$ cat config.mk
export PLATFORM = sky130hd
export DESIGN_NAME = parallel_host_receive_port
export DESIGN_NICKNAME = d
export VERILOG_FILES = /design/src/verilog/parport_pkg.sv /design/src/verilog/parallel_host_receive_port.sv /design/src/verilog/strobe_sync.sv
export SDC_FILE = /design/constraint.sdc
export NUM_CORES = 1
export LEC_CHECK = 0
export BUFFER_PORTS_ARGS = -buffer_cell sky130_fd_sc_hd__buf_2
export CORE_UTILIZATION = 51
export CTS_CLUSTER_DIAMETER = 120
export DETAILED_ROUTE_END_ITERATION = 12
export GPL_TIMING_DRIVEN = 0
export PLACE_DENSITY = 0.74
export SETUP_SLACK_MARGIN = 0.5
export SYNTH_ARGS = -nofsm -noshare
export SYNTH_HDL_FRONTEND = slang
export SYNTH_HIERARCHICAL = 1
export SYNTH_SLANG_ARGS = --single-unit
$ cat constraint.sdc
create_clock -name aclk -period 3.4 [get_ports aclk]
set_input_delay 0.51 -clock aclk [delete_from_list [all_inputs] [get_ports aclk]]
set_output_delay 0.51 -clock aclk [all_outputs]
set_load 0.005 [all_outputs]
$ cat src/verilog/parport_pkg.sv
// Package: constants for the parallel host receive port
package parport_pkg;
  // Register byte offsets
  localparam logic [7:0] ctrl_off   = 8'h00;
  localparam logic [7:0] status_off = 8'h04;
  localparam logic [7:0] data_off   = 8'h08;
  localparam logic [7:0] irq_off    = 8'h0c;
  localparam logic [7:0] mask_off   = 8'h10;
  // Control fields
  localparam int ctrl_media_empty_bit = 0;
  localparam int ctrl_fault_bit       = 1;
  // Status fields
  localparam int stat_full_bit   = 0;
  localparam int stat_busy_bit   = 1;
  localparam int stat_strobe_bit = 2;
  // Interrupt fields
  localparam int irq_byte_bit    = 0;
  localparam int irq_overrun_bit = 1;
  localparam int irq_width       = 2;
  // Reset values
  localparam logic [31:0] ctrl_reset = 32'h0000_0000;
  localparam logic [31:0] mask_reset = 32'h0000_0000;
  // Timing: acknowledge pulse width
  localparam int clk_mhz       = 25;
  localparam int ack_width_ns  = 1000;
  localparam int ack_cycles    = (ack_width_ns * clk_mhz + 999) / 1000;
  localparam logic [1:0] resp_okay   = 2'b00;
  localparam logic [1:0] resp_slverr = 2'b10;
  typedef enum logic [1:0] {hs_idle, hs_hold, hs_wait, hs_ack} hs_state_t;
endpackage

$ cat src/verilog/parallel_host_receive_port.sv
// Parallel host receive port with AXI4-Lite register access
// Function
// - Host strobe low starts a transfer; data captured at strobe rising edge.
// - Eight data lines carry bits one to eight, high means one.
// - Busy and acknowledge together pace the host, one byte at a time.
// - Acknowledge driven low signals the byte was stored; the next byte is accepted once it returns high.
// - Busy stays high whenever another byte cannot be accepted.
// - Media-empty output high when paper is out, low otherwise.
// - Unit-online output always high, host sees printer selected.
// - Fault output low during error, high otherwise.
`timescale 1ns/1ps
module parallel_host_receive_port
  import parport_pkg::*;
#(
  parameter int ack_len = parport_pkg::ack_cycles
) (
  input  wire logic        aclk,
  input  wire logic        aresetn,
  input  wire logic        host_strobe_n,
  input  wire logic [7:0]  host_data,
  output logic             ack_n,
  output logic             busy,
  output logic             media_empty,
  output logic             unit_online,
  output logic             fault_n,
  input  wire logic [7:0]  s_axi_awaddr,
  input  wire logic        s_axi_awvalid,
  output logic             s_axi_awready,
  input  wire logic [31:0] s_axi_wdata,
  input  wire logic [3:0]  s_axi_wstrb,
  input  wire logic        s_axi_wvalid,
  output logic             s_axi_wready,
  output logic [1:0]       s_axi_bresp,
  output logic             s_axi_bvalid,
  input  wire logic        s_axi_bready,
  input  wire logic [7:0]  s_axi_araddr,
  input  wire logic        s_axi_arvalid,
  output logic             s_axi_arready,
  output logic [31:0]      s_axi_rdata,
  output logic [1:0]       s_axi_rresp,
  output logic             s_axi_rvalid,
  input  wire logic        s_axi_rready,
  output logic             irq
);
  import parport_pkg::*;

  // ------------------------------------------------------------
  // Pin synchronisation
  // ------------------------------------------------------------
  logic [8:0] pins_sync;
  logic       strobe_s;
  logic [7:0] data_s;
  logic       strobe_d_reg;
  logic       strobe_d_next;
  logic       strobe_rise;

  strobe_sync #(.width(9)) u_sync (
    .aclk     (aclk),
    .aresetn  (aresetn),
    .async_in ({host_strobe_n, host_data}),
    .sync_out (pins_sync)
  );

  assign strobe_s      = pins_sync[8];
  assign data_s        = pins_sync[7:0];
  assign strobe_d_next = strobe_s;
  assign strobe_rise   = strobe_s && !strobe_d_reg;

  // ------------------------------------------------------------
  // Handshake
  // ------------------------------------------------------------
  hs_state_t   state_reg, state_next;
  logic [15:0] cnt_reg, cnt_next;
  logic [15:0] low_cnt_reg, low_cnt_next;
  logic [7:0]  byte_reg, byte_next;
  logic [7:0]  hold_reg, hold_next;
  logic        full_reg, full_next;
  logic        data_rd;
  logic        byte_ev;
  logic        overrun_ev;

  always_comb
  begin
    state_next = state_reg;
    cnt_next   = cnt_reg;
    byte_next  = byte_reg;
    hold_next  = hold_reg;
    full_next  = full_reg;
    byte_ev    = 1'b0;
    overrun_ev = 1'b0;
    low_cnt_next = ack_n ? 16'h0000 : low_cnt_reg + 16'h0001;
    if (data_rd)
      full_next = 1'b0;
    case (state_reg)
      hs_idle:
      begin
        if (strobe_rise)
        begin
          hold_next  = data_s;
          state_next = hs_hold;
        end
      end
      hs_hold: state_next = hs_wait;
      hs_wait:
      begin
        if (!full_reg || data_rd)
        begin
          byte_next  = hold_reg;
          full_next  = 1'b1;
          byte_ev    = 1'b1;
          cnt_next   = 16'(ack_len);
          state_next = hs_ack;
        end
      end
      hs_ack:
      begin
        if (cnt_reg == 16'h0001)
          state_next = hs_idle;
        else
          cnt_next = cnt_reg - 16'h0001;
        if (strobe_rise)
          overrun_ev = 1'b1;
      end
      default: state_next = hs_idle;
    endcase
  end

  always_ff @(posedge aclk)
  begin
    if (!aresetn)
    begin
      state_reg    <= hs_idle;
      cnt_reg      <= 16'h0000;
      byte_reg     <= 8'h00;
      hold_reg     <= 8'h00;
      full_reg     <= 1'b0;
      strobe_d_reg <= 1'b1;
      low_cnt_reg  <= 16'h0000;
    end
    else
    begin
      state_reg    <= state_next;
      cnt_reg      <= cnt_next;
      byte_reg     <= byte_next;
      hold_reg     <= hold_next;
      full_reg     <= full_next;
      strobe_d_reg <= strobe_d_next;
      low_cnt_reg  <= low_cnt_next;
    end
  end

  assign busy  = (state_reg != hs_idle);
  assign ack_n = !(state_reg == hs_ack);

  // ------------------------------------------------------------
  // Registers
  // ------------------------------------------------------------
  logic [31:0]          ctrl_reg, ctrl_next;
  logic [irq_width-1:0] irq_reg, irq_next;
  logic [irq_width-1:0] mask_reg, mask_next;
  logic                 aw_got_reg, aw_got_next;
  logic                 w_got_reg, w_got_next;
  logic [7:0]           awaddr_reg, awaddr_next;
  logic [31:0]          wdata_reg, wdata_next;
  logic [3:0]           wstrb_reg, wstrb_next;
  logic                 bvalid_reg, bvalid_next;
  logic [1:0]           bresp_reg, bresp_next;
  logic                 rvalid_reg, rvalid_next;
  logic [1:0]           rresp_reg, rresp_next;
  logic [31:0]          rdata_reg, rdata_next;
  logic                 do_write;
  logic                 do_read;
  logic [31:0]          wmerged;
  logic                 irq_rd;
  logic [irq_width-1:0] irq_set;

  assign s_axi_awready = !aw_got_reg && !bvalid_reg;
  assign s_axi_wready  = !w_got_reg && !bvalid_reg;
  assign s_axi_arready = !rvalid_reg;
  assign do_write      = aw_got_reg && w_got_reg && !bvalid_reg;
  assign do_read       = s_axi_arvalid && s_axi_arready;
  assign data_rd       = do_read && (s_axi_araddr == data_off);
  assign irq_rd        = do_read && (s_axi_araddr == irq_off);
  assign irq_set       = {overrun_ev, byte_ev};

  always_comb
  begin
    for (int i = 0; i < 4; i++)
      wmerged[i*8 +: 8] = wstrb_reg[i] ? wdata_reg[i*8 +: 8] : ctrl_reg[i*8 +: 8];
  end

  always_comb
  begin
    aw_got_next = aw_got_reg;
    w_got_next  = w_got_reg;
    awaddr_next = awaddr_reg;
    wdata_next  = wdata_reg;
    wstrb_next  = wstrb_reg;
    bvalid_next = bvalid_reg;
    bresp_next  = bresp_reg;
    rvalid_next = rvalid_reg;
    rresp_next  = rresp_reg;
    rdata_next  = rdata_reg;
    ctrl_next   = ctrl_reg;
    mask_next   = mask_reg;
    irq_next    = irq_reg;
    if (s_axi_awvalid && s_axi_awready)
    begin
      aw_got_next = 1'b1;
      awaddr_next = s_axi_awaddr;
    end
    if (s_axi_wvalid && s_axi_wready)
    begin
      w_got_next = 1'b1;
      wdata_next = s_axi_wdata;
      wstrb_next = s_axi_wstrb;
    end
    if (do_write)
    begin
      aw_got_next = 1'b0;
      w_got_next  = 1'b0;
      bvalid_next = 1'b1;
      bresp_next  = resp_okay;
      if (awaddr_reg == ctrl_off)
        ctrl_next = wmerged;
      else if (awaddr_reg == mask_off)
      begin
        if (wstrb_reg[0])
          mask_next = wdata_reg[irq_width-1:0];
      end
      else if (awaddr_reg != status_off && awaddr_reg != data_off && awaddr_reg != irq_off)
        bresp_next = resp_slverr;
    end
    if (bvalid_reg && s_axi_bready)
      bvalid_next = 1'b0;
    if (rvalid_reg && s_axi_rready)
      rvalid_next = 1'b0;
    if (do_read)
    begin
      rvalid_next = 1'b1;
      rresp_next  = resp_okay;
      rdata_next  = 32'h0000_0000;
      case (s_axi_araddr)
        ctrl_off:   rdata_next = ctrl_reg;
        status_off:
        begin
          rdata_next[stat_full_bit]   = full_reg;
          rdata_next[stat_busy_bit]   = busy;
          rdata_next[stat_strobe_bit] = strobe_s;
        end
        data_off:   rdata_next[7:0] = byte_reg;
        irq_off:    rdata_next[irq_width-1:0] = irq_reg;
        mask_off:   rdata_next[irq_width-1:0] = mask_reg;
        default:    rresp_next = resp_slverr;
      endcase
    end
    // Set wins over read clear
    if (irq_rd)
      irq_next = irq_set;
    else
      irq_next = irq_reg | irq_set;
  end

  always_ff @(posedge aclk)
  begin
    if (!aresetn)
    begin
      aw_got_reg <= 1'b0;
      w_got_reg  <= 1'b0;
      awaddr_reg <= 8'h00;
      wdata_reg  <= 32'h0000_0000;
      wstrb_reg  <= 4'h0;
      bvalid_reg <= 1'b0;
      bresp_reg  <= resp_okay;
      rvalid_reg <= 1'b0;
      rresp_reg  <= resp_okay;
      rdata_reg  <= 32'h0000_0000;
      ctrl_reg   <= ctrl_reset;
      mask_reg   <= mask_reset[irq_width-1:0];
      irq_reg    <= '0;
    end
    else
    begin
      aw_got_reg <= aw_got_next;
      w_got_reg  <= w_got_next;
      awaddr_reg <= awaddr_next;
      wdata_reg  <= wdata_next;
      wstrb_reg  <= wstrb_next;
      bvalid_reg <= bvalid_next;
      bresp_reg  <= bresp_next;
      rvalid_reg <= rvalid_next;
      rresp_reg  <= rresp_next;
      rdata_reg  <= rdata_next;
      ctrl_reg   <= ctrl_next;
      mask_reg   <= mask_next;
      irq_reg    <= irq_next;
    end
  end

  assign s_axi_bvalid = bvalid_reg;
  assign s_axi_bresp  = bresp_reg;
  assign s_axi_rvalid = rvalid_reg;
  assign s_axi_rresp  = rresp_reg;
  assign s_axi_rdata  = rdata_reg;
  assign irq          = |(irq_reg & mask_reg);

  // ------------------------------------------------------------
  // Status pins
  // ------------------------------------------------------------
  assign media_empty = ctrl_reg[ctrl_media_empty_bit];
  assign fault_n     = !ctrl_reg[ctrl_fault_bit];
  assign unit_online = 1'b1;

  // ------------------------------------------------------------
  // Assertions
  // ------------------------------------------------------------
  a_rise_to_busy: assert property (@(posedge aclk) disable iff (!aresetn)
    (!busy && strobe_rise) |=> busy) else $error("busy not raised after strobe edge");
  a_byte_capture: assert property (@(posedge aclk) disable iff (!aresetn)
    (!busy && strobe_rise) |=> (hold_reg == $past(data_s))) else $error("byte not captured");
  a_ack_busy: assert property (@(posedge aclk) disable iff (!aresetn)
    !ack_n |-> busy) else $error("ack low without busy");
  a_ack_width: assert property (@(posedge aclk) disable iff (!aresetn)
    $rose(ack_n) |-> low_cnt_reg == 16'(ack_len)) else $error("ack pulse width wrong");
  a_busy_release: assert property (@(posedge aclk) disable iff (!aresetn)
    $rose(ack_n) |-> !busy) else $error("busy not released with ack end");
  a_stored_full: assert property (@(posedge aclk) disable iff (!aresetn)
    $fell(ack_n) |-> full_reg && byte_reg == $past(hold_reg)) else $error("byte not stored");
  a_media_pin: assert property (@(posedge aclk) disable iff (!aresetn)
    media_empty == ctrl_reg[ctrl_media_empty_bit]) else $error("media empty pin mismatch");
  a_fault_pin: assert property (@(posedge aclk) disable iff (!aresetn)
    fault_n != ctrl_reg[ctrl_fault_bit]) else $error("fault pin mismatch");
  a_online_high: assert property (@(posedge aclk) disable iff (!aresetn)
    unit_online) else $error("online pin low");
endmodule

$ cat src/verilog/strobe_sync.sv
// Two-stage synchroniser for the host pins
`timescale 1ns/1ps
module strobe_sync #(
  parameter int width = 9
) (
  input  wire logic             aclk,
  input  wire logic             aresetn,
  input  wire logic [width-1:0] async_in,
  output logic      [width-1:0] sync_out
);
  logic [width-1:0] stage1_reg;
  logic [width-1:0] stage2_reg;

  always_ff @(posedge aclk)
  begin
    if (!aresetn)
    begin
      stage1_reg <= '1;
      stage2_reg <= '1;
    end
    else
    begin
      stage1_reg <= async_in;
      stage2_reg <= stage1_reg;
    end
  end

  assign sync_out = stage2_reg;
endmodule

==> results.toml <==
[synthesis]
yosys.cell_types.count = 56
synth-async-reset-ratio_pct = 0
synth_edf_count = 0
synthFlopType = "dfxtp_1"
yosysWarnings = 6
synth.yosys.seq_area_share_pct = 52.5
synth_cells = 718
syn_area_um2 = 6560
ys_ff_latch = 172
syn_area_per_cell_um2 = 9.13

[floorplan]
fp.dieW_um = 115
rows = 41
coreArea_um2 = 12600
initial_core_util_pct = 52.2
die-area_um2 = 13300
ioPinCount = 115
dieHeight_um = 115

[clock_network]
cts_root_buf = "clkbuf_16"
cts_buffers = 17
cts.path.max_buffers = 2
cts_max_level = 4
postCtsSetupRepairBufs = 0
cts.sinks = 172
cts_resized = 0
cts_tree = "built"
cts_hold_buffers = 0
clk_latency_ps = 430
clk_pin_slew_ps = 60

[cells_and_area]
syn_to_final_growth_pct = 21.1
layout-drive-gt1-share_pct = 18.9
antenna_cells = 0
fill_cells = 1075
finalNetCount = 920

[grt]
grt_pass1_vias = 5235
antenna_found_initial = 0
grt_overflow = 0
grt_pass1_wl_mm = 24.6
grt_max_degree = 17
grtUsageTotal_pct = 24.2

[critical_path]
crit_type = "reg2reg"
path_max_fanout = 8
slowest_stage = "or4_1"
cp.arrival_ps = 2660
slowest_delay_ps = 560
cp-start-kind = "flip-flop"
rr_startpoint = "awaddr_reg[1]$_SDFFE_PN0P_"
rrSetupSlack_ps = 1030
crit_chain = "or4_1 -> nor4_2 -> nand3b_1 -> clkbuf_1 -> mux2i_1 -> nor2_1"
r2r_cells = 6
required_ps = 3690
r2r-end = "ctrl_reg[9]$_SDFFE_PN0P_"
end_kind = "flip-flop"

[route]
dr.pass1.iters = 5
drtIter0Drc = 299
drc_errors = 0
wire_per_inst_um = 15.2
via_count = 5494
vias_per_cell = 5.33
ant_nets = 0
wl_mm = 15.6

[min_path]
holdCritPathClass = "in2reg"
hold_end = "s_axi_rvalid$_SDFFE_PN0P_"
min_from = "s_axi_rready"
min_path_cells = 2

[sta]
fmax_mhz = 422
slew_headroom_pct = 41.1
tightest_slew_ps = 875
rsz0062_at_grt = "false"
hold_viol = 0
hold_ws_ps = 265
fin_crit_sh_pct = 69.7
tns_ps = 0
fin_crit_ps = 2370
clock-skew-final_ps = 9.64
setup_violations = 0
timing.final.max_slew_violations = 0

[pwr]
p_per_area_nw_per_um2 = 647
max-vdd-ir-drop_mv = 0.374
leakagePower_nw = 3.46

[placed_design]
gp_congestion = 0.841
hpwl_mm = 11.5
io_buffer_count = 108

[run]
maxCapViolations = 0

[run_status]
status = "finished, final reports clean"
==> Yosys cell counts (3+ instances only) <==
master     instances  area share (%)
a211oi_1           3            0.34
a21oi_1           64             4.9
a22oi_1           24             2.7
a2bb2oi_1          5            0.67
and2_1             3            0.29
buf_2              4            0.31
buf_4              3            0.34
clkbuf_1          37             2.1
dfxtp_1          172              53
ha_1               6             1.1
inv_1             13            0.74
mux2i_1           51             7.8
nand2_1          112             6.4
nand2b_1          14             1.3
nand3_1           13            0.99
nand3b_1           7            0.80
nand4_1            7            0.67
nor2_1            93             5.3
nor2_2             3            0.29
nor3_1             4            0.31
nor4_1             6            0.57
o21ai_0            9            0.69
o31ai_1            3            0.34
or2b_1             7            0.80
or3_1              6            0.57
or4_1              4            0.46
xnor2_1            6            0.80
xor2_1             3            0.40
==> layout make-up <==
type / count / area (um2) / share of cell area, %
inverters: 13 / 48.8 / 0.615
clock inverters: 11 / 153 / 1.92
repair buffers: 108 / 541 / 6.81
plain buffers: 47 / 208 / 2.62
clock buffers: 21 / 470 / 5.93
flip-flops and latches: 172 / 3440 / 43.4
well taps: 172 / 215 / 2.71
multi-input cells: 487 / 2860 / 36.0
==> metrics by stage <==
stage	cell area, um2	instances	util, %	total power [mW]	setup WS [ps]
detailed placement	7320	999	58.2	3.15	721
finish	7940	1031	63.2	5.14	1030
CTS	7940	1031	63.2	5.15	1060
global route	7940	1031	63.2	5.35	768
floorplan	6560	719	-	2.91	1160
global placement	7320	999	58.2	3.11	823
==> worst max path at each step <==
stage                                    start                           end  slack, ps  depth (start not counted)
detailed placement             s_axi_araddr[1]  s_axi_rdata[16]$_SDFFE_PN0N_        720                          8
global route         state_reg[0]$_SDFFE_PN0P_      cnt_reg[11]$_SDFFE_PN0P_        770                          8
finish              awaddr_reg[1]$_SDFFE_PN0P_      ctrl_reg[9]$_SDFFE_PN0P_       1030                          6
floorplan                      s_axi_araddr[1]       cnt_reg[4]$_SDFFE_PN0P_       1160                          7
global placement               s_axi_araddr[1]  s_axi_rdata[12]$_SDFFE_PN0N_        820                          8
CTS                 awaddr_reg[1]$_SDFFE_PN0P_      ctrl_reg[9]$_SDFFE_PN0P_       1060                          6
==> where the power goes <==
group / leakage, nW / switching, mW / total (mW) / internal [mW]
Sequential: 1.40 / 0.115 / 2.27 / 2.15
Clock: 0.309 / 0.782 / 2.01 / 1.22
Combinational: 1.76 / 0.519 / 0.868 / 0.349
Total: 3.46 / 1.42 / 5.14 / 3.72
==> routing by layer <==
metal / track usage, % / part of all wire (%) / up-vias
met1: 30.5 / 45 / 2576
met2: 39.4 / 47 / 176
met4: 11.6 / 2.4 / 0
met3: 4.96 / 5.3 / 29
li1: - / - / 2713
met5: 0 / 0 / -
==> cells by family after synthesis <==
family / synth area share [%]
AOI/OAI and AO/OA: 11.6
xor gates and xnor gates: 1.20
adders and majority gates: 1.15
buffers and inverters: 3.91
DFF: 52.5
muxes: 7.96
other: 0.115
and+or+nand+nor: 21.5
==> worst max-delay path, delay by kind of cell (launching register included) <==
| kind | cells | cell delay [ps] |
|---|---|---|
| buffers and inverters | 1 | 330 |
| flip-flops | 1 | 300 |
| multiplexers | 1 | 270 |
| AND/OR/NAND/NOR | 4 | 1330 |
==> cells in the final DEF (no fill, tap or decap), types with 5 or more instances in the layout <==
| master | Yosys | layout |
|---|---|---|
| a21oi_1 | 64 | 64 |
| a22oi_1 | 24 | 24 |
| a2bb2oi_1 | 5 | 5 |
| buf_2 | 4 | 112 |
| clkbuf_1 | 37 | 38 |
| clkbuf_16 | 0 | 17 |
| dfxtp_1 | 172 | 172 |
| ha_1 | 6 | 6 |
| inv_1 | 13 | 13 |
| mux2i_1 | 51 | 51 |
| nand2_1 | 112 | 112 |
| nand2b_1 | 14 | 14 |
| nand3_1 | 13 | 13 |
| nand3b_1 | 7 | 7 |
| nand4_1 | 7 | 7 |
| nor2_1 | 93 | 93 |
| nor4_1 | 6 | 6 |
| o21ai_0 | 9 | 9 |
| or2b_1 | 7 | 7 |
| or3_1 | 6 | 6 |
| xnor2_1 | 6 | 6 |
(Power assumes the default switching activity.)
